**src/logic/audio_ctrl_pkg.sv**
```systemverilog
// Constants shared by the audio DAC control register bank.
// Assumes word-level register transfers arrive already deframed.
`default_nettype none
package audio_ctrl_pkg;

  // ==========================================================
  // Register addresses (7-bit register address space).
  localparam logic [6:0] ADDR_SYSTEM   = 7'h00;
  localparam logic [6:0] ADDR_SOUND    = 7'h10;
  localparam logic [6:0] ADDR_VOLUME   = 7'h11;
  localparam logic [6:0] ADDR_MUX      = 7'h40;
  localparam logic [6:0] ADDR_RESTORE  = 7'h7F;
  localparam logic [6:0] ADDR_INTERP   = 7'h18;
  localparam logic [6:0] ADDR_RXSTATUS = 7'h38;

  // ==========================================================
  // Field positions inside the 16-bit data word.
  localparam int POS_POWER     = 13;
  localparam int POS_SLICER    = 10;
  localparam int POS_CLKSRC    = 9;
  localparam int POS_DACSRC    = 6;
  localparam int POS_FORMAT    = 3;
  localparam int POS_FMODE     = 12;
  localparam int POS_BASS      = 8;
  localparam int POS_TREBLE    = 3;
  localparam int POS_DEEMPH    = 1;
  localparam int POS_SMUTE     = 0;
  localparam int POS_VOLUME    = 0;
  localparam int POS_AUTOMUTE  = 1;
  localparam int POS_PLLRST    = 0;
  localparam int POS_MUTESTAT  = 0;
  localparam int POS_PLLLOCK   = 10;
  localparam int POS_DECLOCK   = 8;
  localparam int POS_RATE      = 6;
  localparam int POS_PCM       = 5;
  localparam int POS_PRE       = 3;
  localparam int POS_ACC       = 0;

  // ==========================================================
  // Values after reset or restore.
  localparam logic       RST_POWER    = 1'b1;
  localparam logic       RST_SLICER   = 1'b0;
  localparam logic       RST_CLKSRC   = 1'b0;
  localparam logic       RST_DACSRC   = 1'b1;
  localparam logic [1:0] RST_FORMAT   = 2'h0;
  localparam logic [1:0] RST_FMODE    = 2'h0;
  localparam logic [3:0] RST_BASS     = 4'h0;
  localparam logic [1:0] RST_TREBLE   = 2'h0;
  localparam logic [1:0] RST_DEEMPH   = 2'h0;
  localparam logic       RST_SMUTE    = 1'b1;
  localparam logic [5:0] RST_VOLUME   = 6'h00;
  localparam logic       RST_AUTOMUTE = 1'b1;
  localparam logic       RST_PLLRST   = 1'b0;

  // ==========================================================
  // Filter modes, gain limits and volume code points.
  localparam logic [1:0] FMODE_FLAT = 2'h0;
  localparam logic [1:0] FMODE_MIN  = 2'h1;
  localparam logic [1:0] FMODE_MAX  = 2'h3;
  localparam logic [4:0] BASS_MIN_SAT_DB = 5'h12;
  localparam logic [4:0] BASS_MAX_SAT_DB = 5'h18;
  localparam logic [5:0] VOL_UNITY_CODE  = 6'h01;
  localparam logic [5:0] VOL_LAST_CODE   = 6'h3D;
  localparam logic [5:0] VOL_FLOOR_DB    = 6'h3C;

  // ==========================================================
  // Status vector layout and synchroniser depth.
  localparam int ST_INTERP = 0;
  localparam int ST_PLL    = 1;
  localparam int ST_DEC    = 2;
  localparam int ST_PCM    = 3;
  localparam int ST_RATE   = 4;
  localparam int ST_PRE    = 6;
  localparam int ST_ACC    = 7;
  localparam int ST_WIDTH  = 9;
  localparam int SYNC_STAGES = 2;

endpackage : audio_ctrl_pkg
`default_nettype wire

```
**src/logic/audio_ctrl_regs.sv**
```systemverilog
// Control and status register bank of the audio receiver and DAC.
// Assumes the control port deframer delivers whole words and requests.
`timescale 1ns/100ps
`default_nettype none
module audio_ctrl_regs (
  // Clock and reset.
  input  wire logic       i_mclk,
  input  wire logic       i_rst_b,
  // Word-level write from the control port deframer.
  input  wire logic       i_wr_stb,
  input  wire logic [6:0] i_wr_addr,
  input  wire logic [15:0] i_wr_data,
  // Word-level read request and answer.
  input  wire logic       i_rd_req,
  input  wire logic [6:0] i_rd_addr,
  output var  logic       o_rd_valid,
  output var  logic       o_rd_flag,
  output var  logic [6:0] o_rd_addr,
  output var  logic [15:0] o_rd_data,
  // Status levels from receiver, PLL and interpolator.
  input  wire logic       i_interp_muting,
  input  wire logic       i_pll_locked,
  input  wire logic       i_decoder_locked,
  input  wire logic       i_pcm_absent,
  input  wire logic [1:0] i_detected_rate,
  input  wire logic       i_preemph,
  input  wire logic [1:0] i_clock_accuracy,
  // Control outputs to the data path.
  output var  logic       o_dac_power_on,
  output var  logic       o_slicer_input_select,
  output var  logic       o_clock_source_select,
  output var  logic       o_clk_master,
  output var  logic       o_dac_source_select,
  output var  logic [1:0] o_serial_format,
  output var  logic [1:0] o_filter_mode,
  output var  logic [3:0] o_treble_gain_db,
  output var  logic [4:0] o_bass_gain_db,
  output var  logic [1:0] o_deemph_select,
  output var  logic       o_deemph_enable,
  output var  logic       o_soft_mute,
  output var  logic [5:0] o_volume_atten,
  output var  logic [5:0] o_volume_atten_db,
  output var  logic       o_volume_full_mute,
  output var  logic       o_mute_on_unlock,
  output var  logic       o_hard_mute,
  output var  logic       o_pll_reset
);
  import audio_ctrl_pkg::*;

  typedef struct packed {
    logic        power;
    logic        slicer;
    logic        clksrc;
    logic        dacsrc;
    logic [1:0]  format;
    logic [1:0]  fmode;
    logic [3:0]  bass;
    logic [1:0]  treble;
    logic [1:0]  deemph;
    logic        smute;
    logic [5:0]  volume;
    logic        automute;
    logic        pllrst;
    logic        master;
    logic [3:0]  treble_db;
    logic [4:0]  bass_db;
    logic        deemph_en;
    logic [5:0]  vol_db;
    logic        vol_mute;
    logic        hard_mute;
    logic        rd_valid;
    logic        rd_flag;
    logic [6:0]  rd_addr;
    logic [15:0] rd_data;
  } regs_state_type;

  regs_state_type state;
  regs_state_type next_state;
  logic [ST_WIDTH-1:0] status;

  // ==========================================================
  // Status levels cross in through two flops before any use.
  status_sync #(
    .WIDTH (ST_WIDTH)
  ) u_status_sync (
    .i_mclk  (i_mclk),
    .i_rst_b (i_rst_b),
    .i_async ({i_clock_accuracy, i_preemph, i_detected_rate,
               i_pcm_absent, i_decoder_locked, i_pll_locked,
               i_interp_muting}),
    .o_sync  (status)
  );

  // ==========================================================
  // Register writes, derived controls and read answers.
  always_comb begin
    next_state          = state;
    next_state.rd_valid = 1'b0;
    if (i_wr_stb) begin
      unique case (i_wr_addr)
        ADDR_SYSTEM: begin
          next_state.power  = i_wr_data[POS_POWER];
          next_state.slicer = i_wr_data[POS_SLICER];
          next_state.clksrc = i_wr_data[POS_CLKSRC];
          next_state.dacsrc = i_wr_data[POS_DACSRC];
          next_state.format = i_wr_data[POS_FORMAT +: 2];
        end
        ADDR_SOUND: begin
          next_state.fmode  = i_wr_data[POS_FMODE +: 2];
          next_state.bass   = i_wr_data[POS_BASS +: 4];
          next_state.treble = i_wr_data[POS_TREBLE +: 2];
          next_state.deemph = i_wr_data[POS_DEEMPH +: 2];
          next_state.smute  = i_wr_data[POS_SMUTE];
        end
        ADDR_VOLUME: begin
          next_state.volume = i_wr_data[POS_VOLUME +: 6];
        end
        ADDR_MUX: begin
          // Reserved bits above auto mute are dropped here.
          next_state.automute = i_wr_data[POS_AUTOMUTE];
          next_state.pllrst   = i_wr_data[POS_PLLRST];
        end
        ADDR_RESTORE: begin
          // Only control fields return; status keeps running.
          next_state.power    = RST_POWER;
          next_state.slicer   = RST_SLICER;
          next_state.clksrc   = RST_CLKSRC;
          next_state.dacsrc   = RST_DACSRC;
          next_state.format   = RST_FORMAT;
          next_state.fmode    = RST_FMODE;
          next_state.bass     = RST_BASS;
          next_state.treble   = RST_TREBLE;
          next_state.deemph   = RST_DEEMPH;
          next_state.smute    = RST_SMUTE;
          next_state.volume   = RST_VOLUME;
          next_state.automute = RST_AUTOMUTE;
          next_state.pllrst   = RST_PLLRST;
        end
        default: begin
          // Unmapped write addresses are ignored.
        end
      endcase
    end

    // Receiver as clock source makes us master on both ports.
    next_state.master = !next_state.clksrc;

    // Undefined filter code 10 is treated as flat.
    if (next_state.fmode == FMODE_MIN ||
        next_state.fmode == FMODE_MAX) begin
      next_state.treble_db = {1'b0, next_state.treble, 1'b0};
      next_state.bass_db   = {next_state.bass, 1'b0};
      if (next_state.fmode == FMODE_MIN &&
          next_state.bass_db > BASS_MIN_SAT_DB) begin
        next_state.bass_db = BASS_MIN_SAT_DB;
      end
      if (next_state.fmode == FMODE_MAX &&
          next_state.bass_db > BASS_MAX_SAT_DB) begin
        next_state.bass_db = BASS_MAX_SAT_DB;
      end
    end else begin
      next_state.treble_db = 4'h0;
      next_state.bass_db   = 5'h00;
    end

    next_state.deemph_en = (next_state.deemph != 2'h0);

    // Codes 0 and 1 are both unity; the top codes mute fully.
    if (next_state.volume <= VOL_UNITY_CODE) begin
      next_state.vol_db   = 6'h00;
      next_state.vol_mute = 1'b0;
    end else if (next_state.volume <= VOL_LAST_CODE) begin
      next_state.vol_db   = next_state.volume - VOL_UNITY_CODE;
      next_state.vol_mute = 1'b0;
    end else begin
      next_state.vol_db   = VOL_FLOOR_DB;
      next_state.vol_mute = 1'b1;
    end

    // Loss of PLL lock hard-mutes only while auto mute is on.
    next_state.hard_mute = next_state.automute && !status[ST_PLL];

    // Answer: address echo with valid flag, then the data word.
    if (i_rd_req) begin
      next_state.rd_valid = 1'b1;
      next_state.rd_addr  = i_rd_addr;
      next_state.rd_data  = 16'h0000;
      next_state.rd_flag  = 1'b0;
      unique case (i_rd_addr)
        ADDR_INTERP: begin
          next_state.rd_data[POS_MUTESTAT] = status[ST_INTERP];
        end
        ADDR_RXSTATUS: begin
          next_state.rd_data[POS_PLLLOCK] = status[ST_PLL];
          next_state.rd_data[POS_DECLOCK] =
            status[ST_DEC] && !status[ST_PCM];
          next_state.rd_data[POS_RATE +: 2] =
            status[ST_RATE +: 2];
          next_state.rd_data[POS_PCM] = status[ST_PCM];
          next_state.rd_data[POS_PRE] = status[ST_PRE];
          next_state.rd_data[POS_ACC +: 2] =
            status[ST_ACC +: 2];
        end
        default: begin
          next_state.rd_flag = 1'b1;
        end
      endcase
    end
  end

  // Reset loads the same defaults that the restore write applies.
  always_ff @(posedge i_mclk or negedge i_rst_b) begin
    if (!i_rst_b) begin
      state          <= '0;
      state.power    <= RST_POWER;
      state.slicer   <= RST_SLICER;
      state.clksrc   <= RST_CLKSRC;
      state.dacsrc   <= RST_DACSRC;
      state.format   <= RST_FORMAT;
      state.fmode    <= RST_FMODE;
      state.bass     <= RST_BASS;
      state.treble   <= RST_TREBLE;
      state.deemph   <= RST_DEEMPH;
      state.smute    <= RST_SMUTE;
      state.volume   <= RST_VOLUME;
      state.automute <= RST_AUTOMUTE;
      state.pllrst   <= RST_PLLRST;
      state.master   <= !RST_CLKSRC;
      state.hard_mute <= RST_AUTOMUTE;
    end else begin
      state <= next_state;
    end
  end

  // ==========================================================
  // Outputs come straight from the state flops.
  assign o_dac_power_on        = state.power;
  assign o_slicer_input_select = state.slicer;
  assign o_clock_source_select = state.clksrc;
  assign o_clk_master          = state.master;
  assign o_dac_source_select   = state.dacsrc;
  assign o_serial_format       = state.format;
  assign o_filter_mode         = state.fmode;
  assign o_treble_gain_db      = state.treble_db;
  assign o_bass_gain_db        = state.bass_db;
  assign o_deemph_select       = state.deemph;
  assign o_deemph_enable       = state.deemph_en;
  assign o_soft_mute           = state.smute;
  assign o_volume_atten        = state.volume;
  assign o_volume_atten_db     = state.vol_db;
  assign o_volume_full_mute    = state.vol_mute;
  assign o_mute_on_unlock      = state.automute;
  assign o_hard_mute           = state.hard_mute;
  assign o_pll_reset           = state.pllrst;
  assign o_rd_valid            = state.rd_valid;
  assign o_rd_flag             = state.rd_flag;
  assign o_rd_addr             = state.rd_addr;
  assign o_rd_data             = state.rd_data;
endmodule : audio_ctrl_regs
`default_nettype wire

```
**src/logic/status_sync.sv**
```systemverilog
// Two-flop synchroniser bank for status levels from other clock areas.
// Assumes each bit is a slow level; no multi-bit coherence is promised.
`timescale 1ns/100ps
`default_nettype none
module status_sync #(
  parameter int WIDTH = 9
) (
  // Clock and reset.
  input  wire logic             i_mclk,
  input  wire logic             i_rst_b,
  // Raw and synchronised levels.
  input  wire logic [WIDTH-1:0] i_async,
  output var  logic [WIDTH-1:0] o_sync
);
  import audio_ctrl_pkg::*;

  typedef struct packed {
    logic [WIDTH-1:0] meta;
    logic [WIDTH-1:0] stable;
  } sync_state_type;

  sync_state_type state;
  sync_state_type next_state;

  // ==========================================================
  // Per-bit stages: the first flop feeds only the second.
  always_comb begin
    next_state = state;
    for (int i = 0; i < WIDTH; i++) begin
      next_state.meta[i]   = i_async[i];
      next_state.stable[i] = state.meta[i];
    end
  end

  // Registers clear to zero so status reads as idle after reset.
  always_ff @(posedge i_mclk or negedge i_rst_b) begin
    if (!i_rst_b) begin
      state <= '0;
    end else begin
      state <= next_state;
    end
  end

  assign o_sync = state.stable;

endmodule : status_sync
`default_nettype wire

```
**config.mk**
```make
export PLATFORM = sky130hd
export DESIGN_NAME = audio_ctrl_regs
export DESIGN_NICKNAME = d
export VERILOG_FILES = /design/src/logic/audio_ctrl_pkg.sv /design/src/logic/audio_ctrl_regs.sv /design/src/logic/status_sync.sv
export SDC_FILE = /design/constraint.sdc
export NUM_CORES = 1
export LEC_CHECK = 0
export BUFFER_PORTS_ARGS = -buffer_cell sky130_fd_sc_hd__buf_2
export CAP_MARGIN = 0
export CORE_MARGIN = 4
export CORE_UTILIZATION = 23
export CTS_CLUSTER_DIAMETER = 100
export DETAILED_ROUTE_END_ITERATION = 10
export GPL_TIMING_DRIVEN = 0
export PLACE_DENSITY = 0.47
export SLEW_MARGIN = 30
export SYNTH_ARGS = -nofsm -noshare
export SYNTH_HDL_FRONTEND = slang
export SYNTH_HIERARCHICAL = 1
export SYNTH_SLANG_ARGS = --single-unit
export TNS_END_PERCENT = 100
```
**constraint.sdc**
```tcl
create_clock -name i_mclk -period 4.3 [get_ports i_mclk]
set_clock_uncertainty 0.1 [all_clocks]
set_input_delay 0.43 -clock i_mclk [delete_from_list [all_inputs] [get_ports i_mclk]]
set_output_delay 0.43 -clock i_mclk [all_outputs]
set_load 0.02 [all_outputs]
```
; ---- Word level (Yosys, flattened, before mapping)
; Index checks and enable logic that the tools add are counted.
[op_classes]
shift = 0
addsub = 1
eq_ne = 8
n_mul = 0
div = 0
n_lt_le_gt_ge = 4
muxes = 18
reduce_logical = 17
n_bitwise = 0
[ops]
columns = operator, count
row1 = 25-bit 2-to-1 mux, 1
row2 = 6-bit case mux with 2 select lines, 2
row3 = 23-bit 2-to-1 mux, 1
row4 = 11-bit case mux with 2 select lines, 1
row5 = 7-bit by 5-bit equality test with 1-bit output (second input constant), 3
row6 = 5-bit 2-to-1 mux, 3
row7 = 7-bit equality test (second input constant), 2
row8 = 7-bit 2-to-1 mux, 2
row9 = 5-bit greater-than comparator (second input constant), 2
row10 = 8-bit 2-to-1 mux, 1
row11 = 2-bit nonzero test, 4
row12 = 7-bit by 6-bit equality test with 1-bit output (second input constant), 1
row13 = 7-bit logical NOT, 1
row14 = 6-bit by 1-bit <= comparator with 1-bit output (second input constant), 1
row15 = 6-bit <= comparator (second input constant), 1
row16 = 2-bit AND reduction, 3
row17 = 6-bit by 1-bit subtractor with 6-bit output (second input constant), 1
row18 = 1-bit logical AND, 4
row19 = 1-bit 2-to-1 mux, 4
row20 = 4-bit 2-to-1 mux, 1
row21 = 2-bit case mux with 2 select lines, 1
row22 = 1-bit logical NOT, 3
row23 = 2-bit by 1-bit equality test with 1-bit output (second input constant), 1
row24 = 2-bit equality test (second input constant), 1
row25 = 3 further kinds, 3
[totals]
reg_bits = 79
output_inout_bits = 63
mem_bits_rw = 0
in_bits = 43
word_cells = 74
mem_count = 0
latchBits = 0
romBits = 0

; ---- Depth between registers and ports, before layout
[logic_depth]
depth_word = 11
depth_mapped = 10
depth_no_buf = 10

; ---- Modules after synthesis
; The synthesis kept the hierarchy.
[modules_own_cells]
columns = mod, area_each_um2, instances, seq_area_each_um2, cells_per_inst
row1 = audio_ctrl_regs, 2845.2, 1, 1458.9, 279
row2 = status_sync, 450.4, 1, 450.4, 18

; ---- Worst setup path before layout
; No wires, ideal clock.
[synth_timing]
path_kind = input to register
from = input i_wr_addr[1]
to = register state (netlist bit o_volume_atten_db[5])
required_ns = 4.134
slack_ns = 1.792
cell_stages = 9
setup_ns = 0.066
t_arrival_ns = 2.341
n_path_buf = 0
cell_sequence = nor3_2 -> nand2_2 -> a21o_1 -> a22oi_1 -> inv_1 -> ha_1 -> or2_2 -> or4_1 -> nand2_1
[synth_lines]
columns = item, line
row1 = "start, declared", audio_ctrl_regs.sv:11  ; input wire logic [6:0] i_wr_addr,
row2 = "end signal, assigned", audio_ctrl_regs.sv:231  ; state <= next_state;
row3 = "end, declared", audio_ctrl_regs.sv:77  ; regs_state_type state;

==> key figures <==
Outcome
  – Status: completed

STA
  – Worst setup margin: 1790 ps
  – Final setup fails: 0
  – RSZ-0062 raised after global routing: false
  – Rel. slew slack: 47.5%
  – Hold_ws: 100 ps
  – Setup tns final: 0 ps
  – Max-slew violation count: 0
  – Slew @ Worst Pin: 776 ps
  – Final hold vios: 0
  – Fmax: 399 MHz
  – Fin crit share: 58.3%
  – Minimum clock period: 2510 ps

Clock tree
  – CTS Root Cell: clkbuf_16
  – Sinks on Clock Net: 76
  – CTS tree: yes
  – CTS buffer count: 9
  – Clock-pin slew on the worst setup and hold paths: 60 ps
  – CTS Buffer Depth: 2
  – CTS H-tree depth: 3
  – Buffer count from post-CTS setup fixing: 0
  – Clk Latency, worst-skew pair: 340 ps

Detailed routing
  – DR WL/cell: 13.0 um
  – Drt total wl: 7.75 mm
  – DRT antenna net count: 0
  – Initial DRC Count: 65
  – # DRC: 0
  – Routed vias: 2,409
  – First drt pass iteration count: 4
  – Vias/cell: 4.04

Placed design
  – I/O Buffers: 91
  – Area after detailed placement: 4040 sq um
  – Placer Congestion: 0.749
  – Post-Place Worst Slack: 1440 ps
  – DP Wirelength: 6.13 mm

Global route
  – Gr ovfl total: 0
  – Global-route wire length before repair: 12.9 mm
  – GR met1 Demand/Resource: 12.2%
  – Vias in the first global route: 2,511
  – Grt met2 use: 16.5%
  – Total GRT Usage: 10.2%
  – Initial antenna violation count: 0
  – Busiest layer in global routing: met2
  – Met3 global-route usage: 4.67%
  – Pin count of the biggest net entering global routing: 47

Die
  – DIE AREA: 16,300 sq um
  – Die height: 128 um
  – Io pins: 106
  – Std cell rows: 43
  – Initial Utilization: 23.7%
  – Horiz. Die Dim: 128 um
  – Core area: 13,900 sq um

Logic synthesis
  – Post-synth cell types: 44
  – Number of flops mapped to enable cells by yosys: 0
  – Yosys warnings: 6
  – Cell count after synthesis: 297
  – Synthesized area: 3300 sq um
  – Async SR Flop Fraction: 100%
  – Register area share after synthesis: 57.9%
  – Post-synth top flop: dfrtp_1
  – Post-synthesis area per instance: 11.1 sq um
  – Synth Register Bits: 76

Power and ir drop
  – Power Total: 1.84 mW
  – Cell-internal power: 1.41 mW
  – NetSw: 0.435 mW
  – Lkg Pwr: 2.22 nW
  – PwrDens: 421 nW/um^2
  – Peak supply drop: 202 uV
  – Combinational share of power: 13.0%
  – Clk pwr share: 44.3%
  – Sequential power share: 42.7%
  – Switching part of the total: 23.6%

Setup path
  – Reg2reg setup slack: 2310 ps
  – CP endpoint kind: flip-flop
  – Setup crit start kind: input port
  – Worst Path Max Fanout: 7
  – CP arrival: 2670 ps
  – Critical Path RT: 4470 ps
  – Setup CP Type: in2reg

Min path
  – Tightest Hold Check Type: in2reg

Cells and area
  – Share of layout cells above drive strength 1: 44.2%
  – Nets: 456
  – Area growth syn-to-layout: 33.0%
  – # diodes: 0
  – Design Area, Final: 4380 sq um

Job
  – Max-cap viol count: 0
-- path summary, 6_finish.rpt --
| path | endpoint | from | cells past startpoint |
|---|---|---|---|
| hold reg to reg | u_status_sync/o_sync[0]$_DFF_PN0_ | u_status_sync/next_state[0]$_DFF_PN0_ | 0 |
| setup / recovery | o_volume_atten_db[5]$_DFF_PN0_ | i_wr_addr[1] | 10 |
| min in group asynchronous | state[55]$_DFF_PN0_ | i_rst_b | 2 |
| hold / removal | u_status_sync/next_state[2]$_DFF_PN0_ | i_decoder_locked | 1 |
| max in group asynchronous | o_hard_mute$_DFF_PN1_ | i_rst_b | 3 |
| setup reg to reg | o_volume_atten_db[5]$_DFF_PN0_ | o_volume_atten[0]$_DFF_PN0_ | 6 |
-- final cells by class --
cell class	instances	area, sq um
plain buffers	57	404
clock buffers	12	256
clock inverters	4	72.6
fillers	1480	9550
inverters	17	63.8
multi-input cells	157	956
flip-flops and latches	76	1910
well taps	180	225
repair buffers	93	495
-- critical path: stages --
cell     delay, ps
buf_2          110
nor3_2         290
nand2_2        150
a21o_1         250
a22oi_1        250
inv_1          110
ha_1           230
or2_2          310
or4_1          460
nand2_1         90
-- power groups by stage --
| stage | clock [mW] | sequential (mW) | combinational (mW) |
|---|---|---|---|
| 6_report | 0.817 | 0.787 | 0.240 |
| 5_1_grt | 0.881 | 0.793 | 0.267 |
| 4_1_cts | 0.853 | 0.787 | 0.245 |
| 3_5_place_dp | 0 | 0.799 | 0.244 |
| 3_3_place_gp | 0 | 0.798 | 0.238 |
| 2_1_floorplan | 0 | 0.808 | 0.137 |
-- cells by family after synthesis --
| logic type | Yosys count | synth area share, % |
|---|---|---|
| and+or+nand+nor | 81 | 12.8 |
| DFF | 76 | 57.9 |
| AOI/OAI and AO/OA | 53 | 10.8 |
| muxes | 10 | 3.38 |
| buffers and inverters | 74 | 14.2 |
| other | 1 | 0.114 |
| adders and majority gates | 2 | 0.759 |
-- flip-flops by register name, summed over array words and instances (netlist names), 4 cells and up --
name,count
o_volume_atten,6
u_status_sync/next_state,9
o_rd_addr,7
o_bass_gain_db,4
u_status_sync/o_sync,9
state,6
o_rd_data,8
o_volume_atten_db,6
-- layer usage --
| layer | routed length, um | share of wire, % |
|---|---|---|
| met5 | 0 | 0 |
| met4 | 103 | 1.3 |
| met3 | 602 | 7.8 |
| met2 | 3750 | 48 |
| met1 | 3280 | 42 |
-- stage by stage --
stage / cells / util, %
final: 596 / 31.5
after CTS: 596 / 31.5
after detailed placement: 579 / 29.0
after global placement: 578 / 28.8
after global routing: 596 / 31.5
after floorplan: 307 / -
-- placed cells by master (no fill, tap or decap), types with 3 or more instances in the layout --
cell / instances
a21o_1: 3
inv_1: 17
a21oi_1: 3
nor2b_1: 3
conb_1: 11
nor3_1: 8
dfstp_2: 6
a22oi_1: 5
nand3_1: 5
buf_4: 51
clkbuf_1: 6
buf_2: 92
a22o_1: 7
clkbuf_16: 9
dfrtp_1: 70
nor2_1: 15
mux2_2: 9
o21ai_0: 25
and3_1: 5
nand2_1: 27
-- synthesized netlist by cell type (2+ instances only) --
master    instances  area [sq um]
clkbuf_1          5          18.8
nand4_1           2          12.5
nand3_2           2          20.0
nand3_1           5          25.0
nor3_1            8          40.0
dfrtp_1          70          1750
mux2_2            9           101
nor4b_1           2          17.5
buf_4            50           375
o32ai_1           2          17.5
inv_1            17          63.8
nor2b_1           3          18.8
a22o_1            7          61.3
a21o_1            3          22.5
a22oi_1           5          37.5
nand2_1          27           101
and2_1            2          12.5
ha_1              2          25.0
and3_1            5          31.3
a21oi_1           3          15.0
o21ai_0          25           125
dfstp_2           6           158
nor2_1           15          56.3
buf_2             2          10.0
-- timing repair --
item | 4_1_cts | 5_1_grt
hold endpoints to repair | 26 | 0
gates resized for setup | 0 | 0
hold buffers | 1 | 0
(Power assumes the default switching activity.)
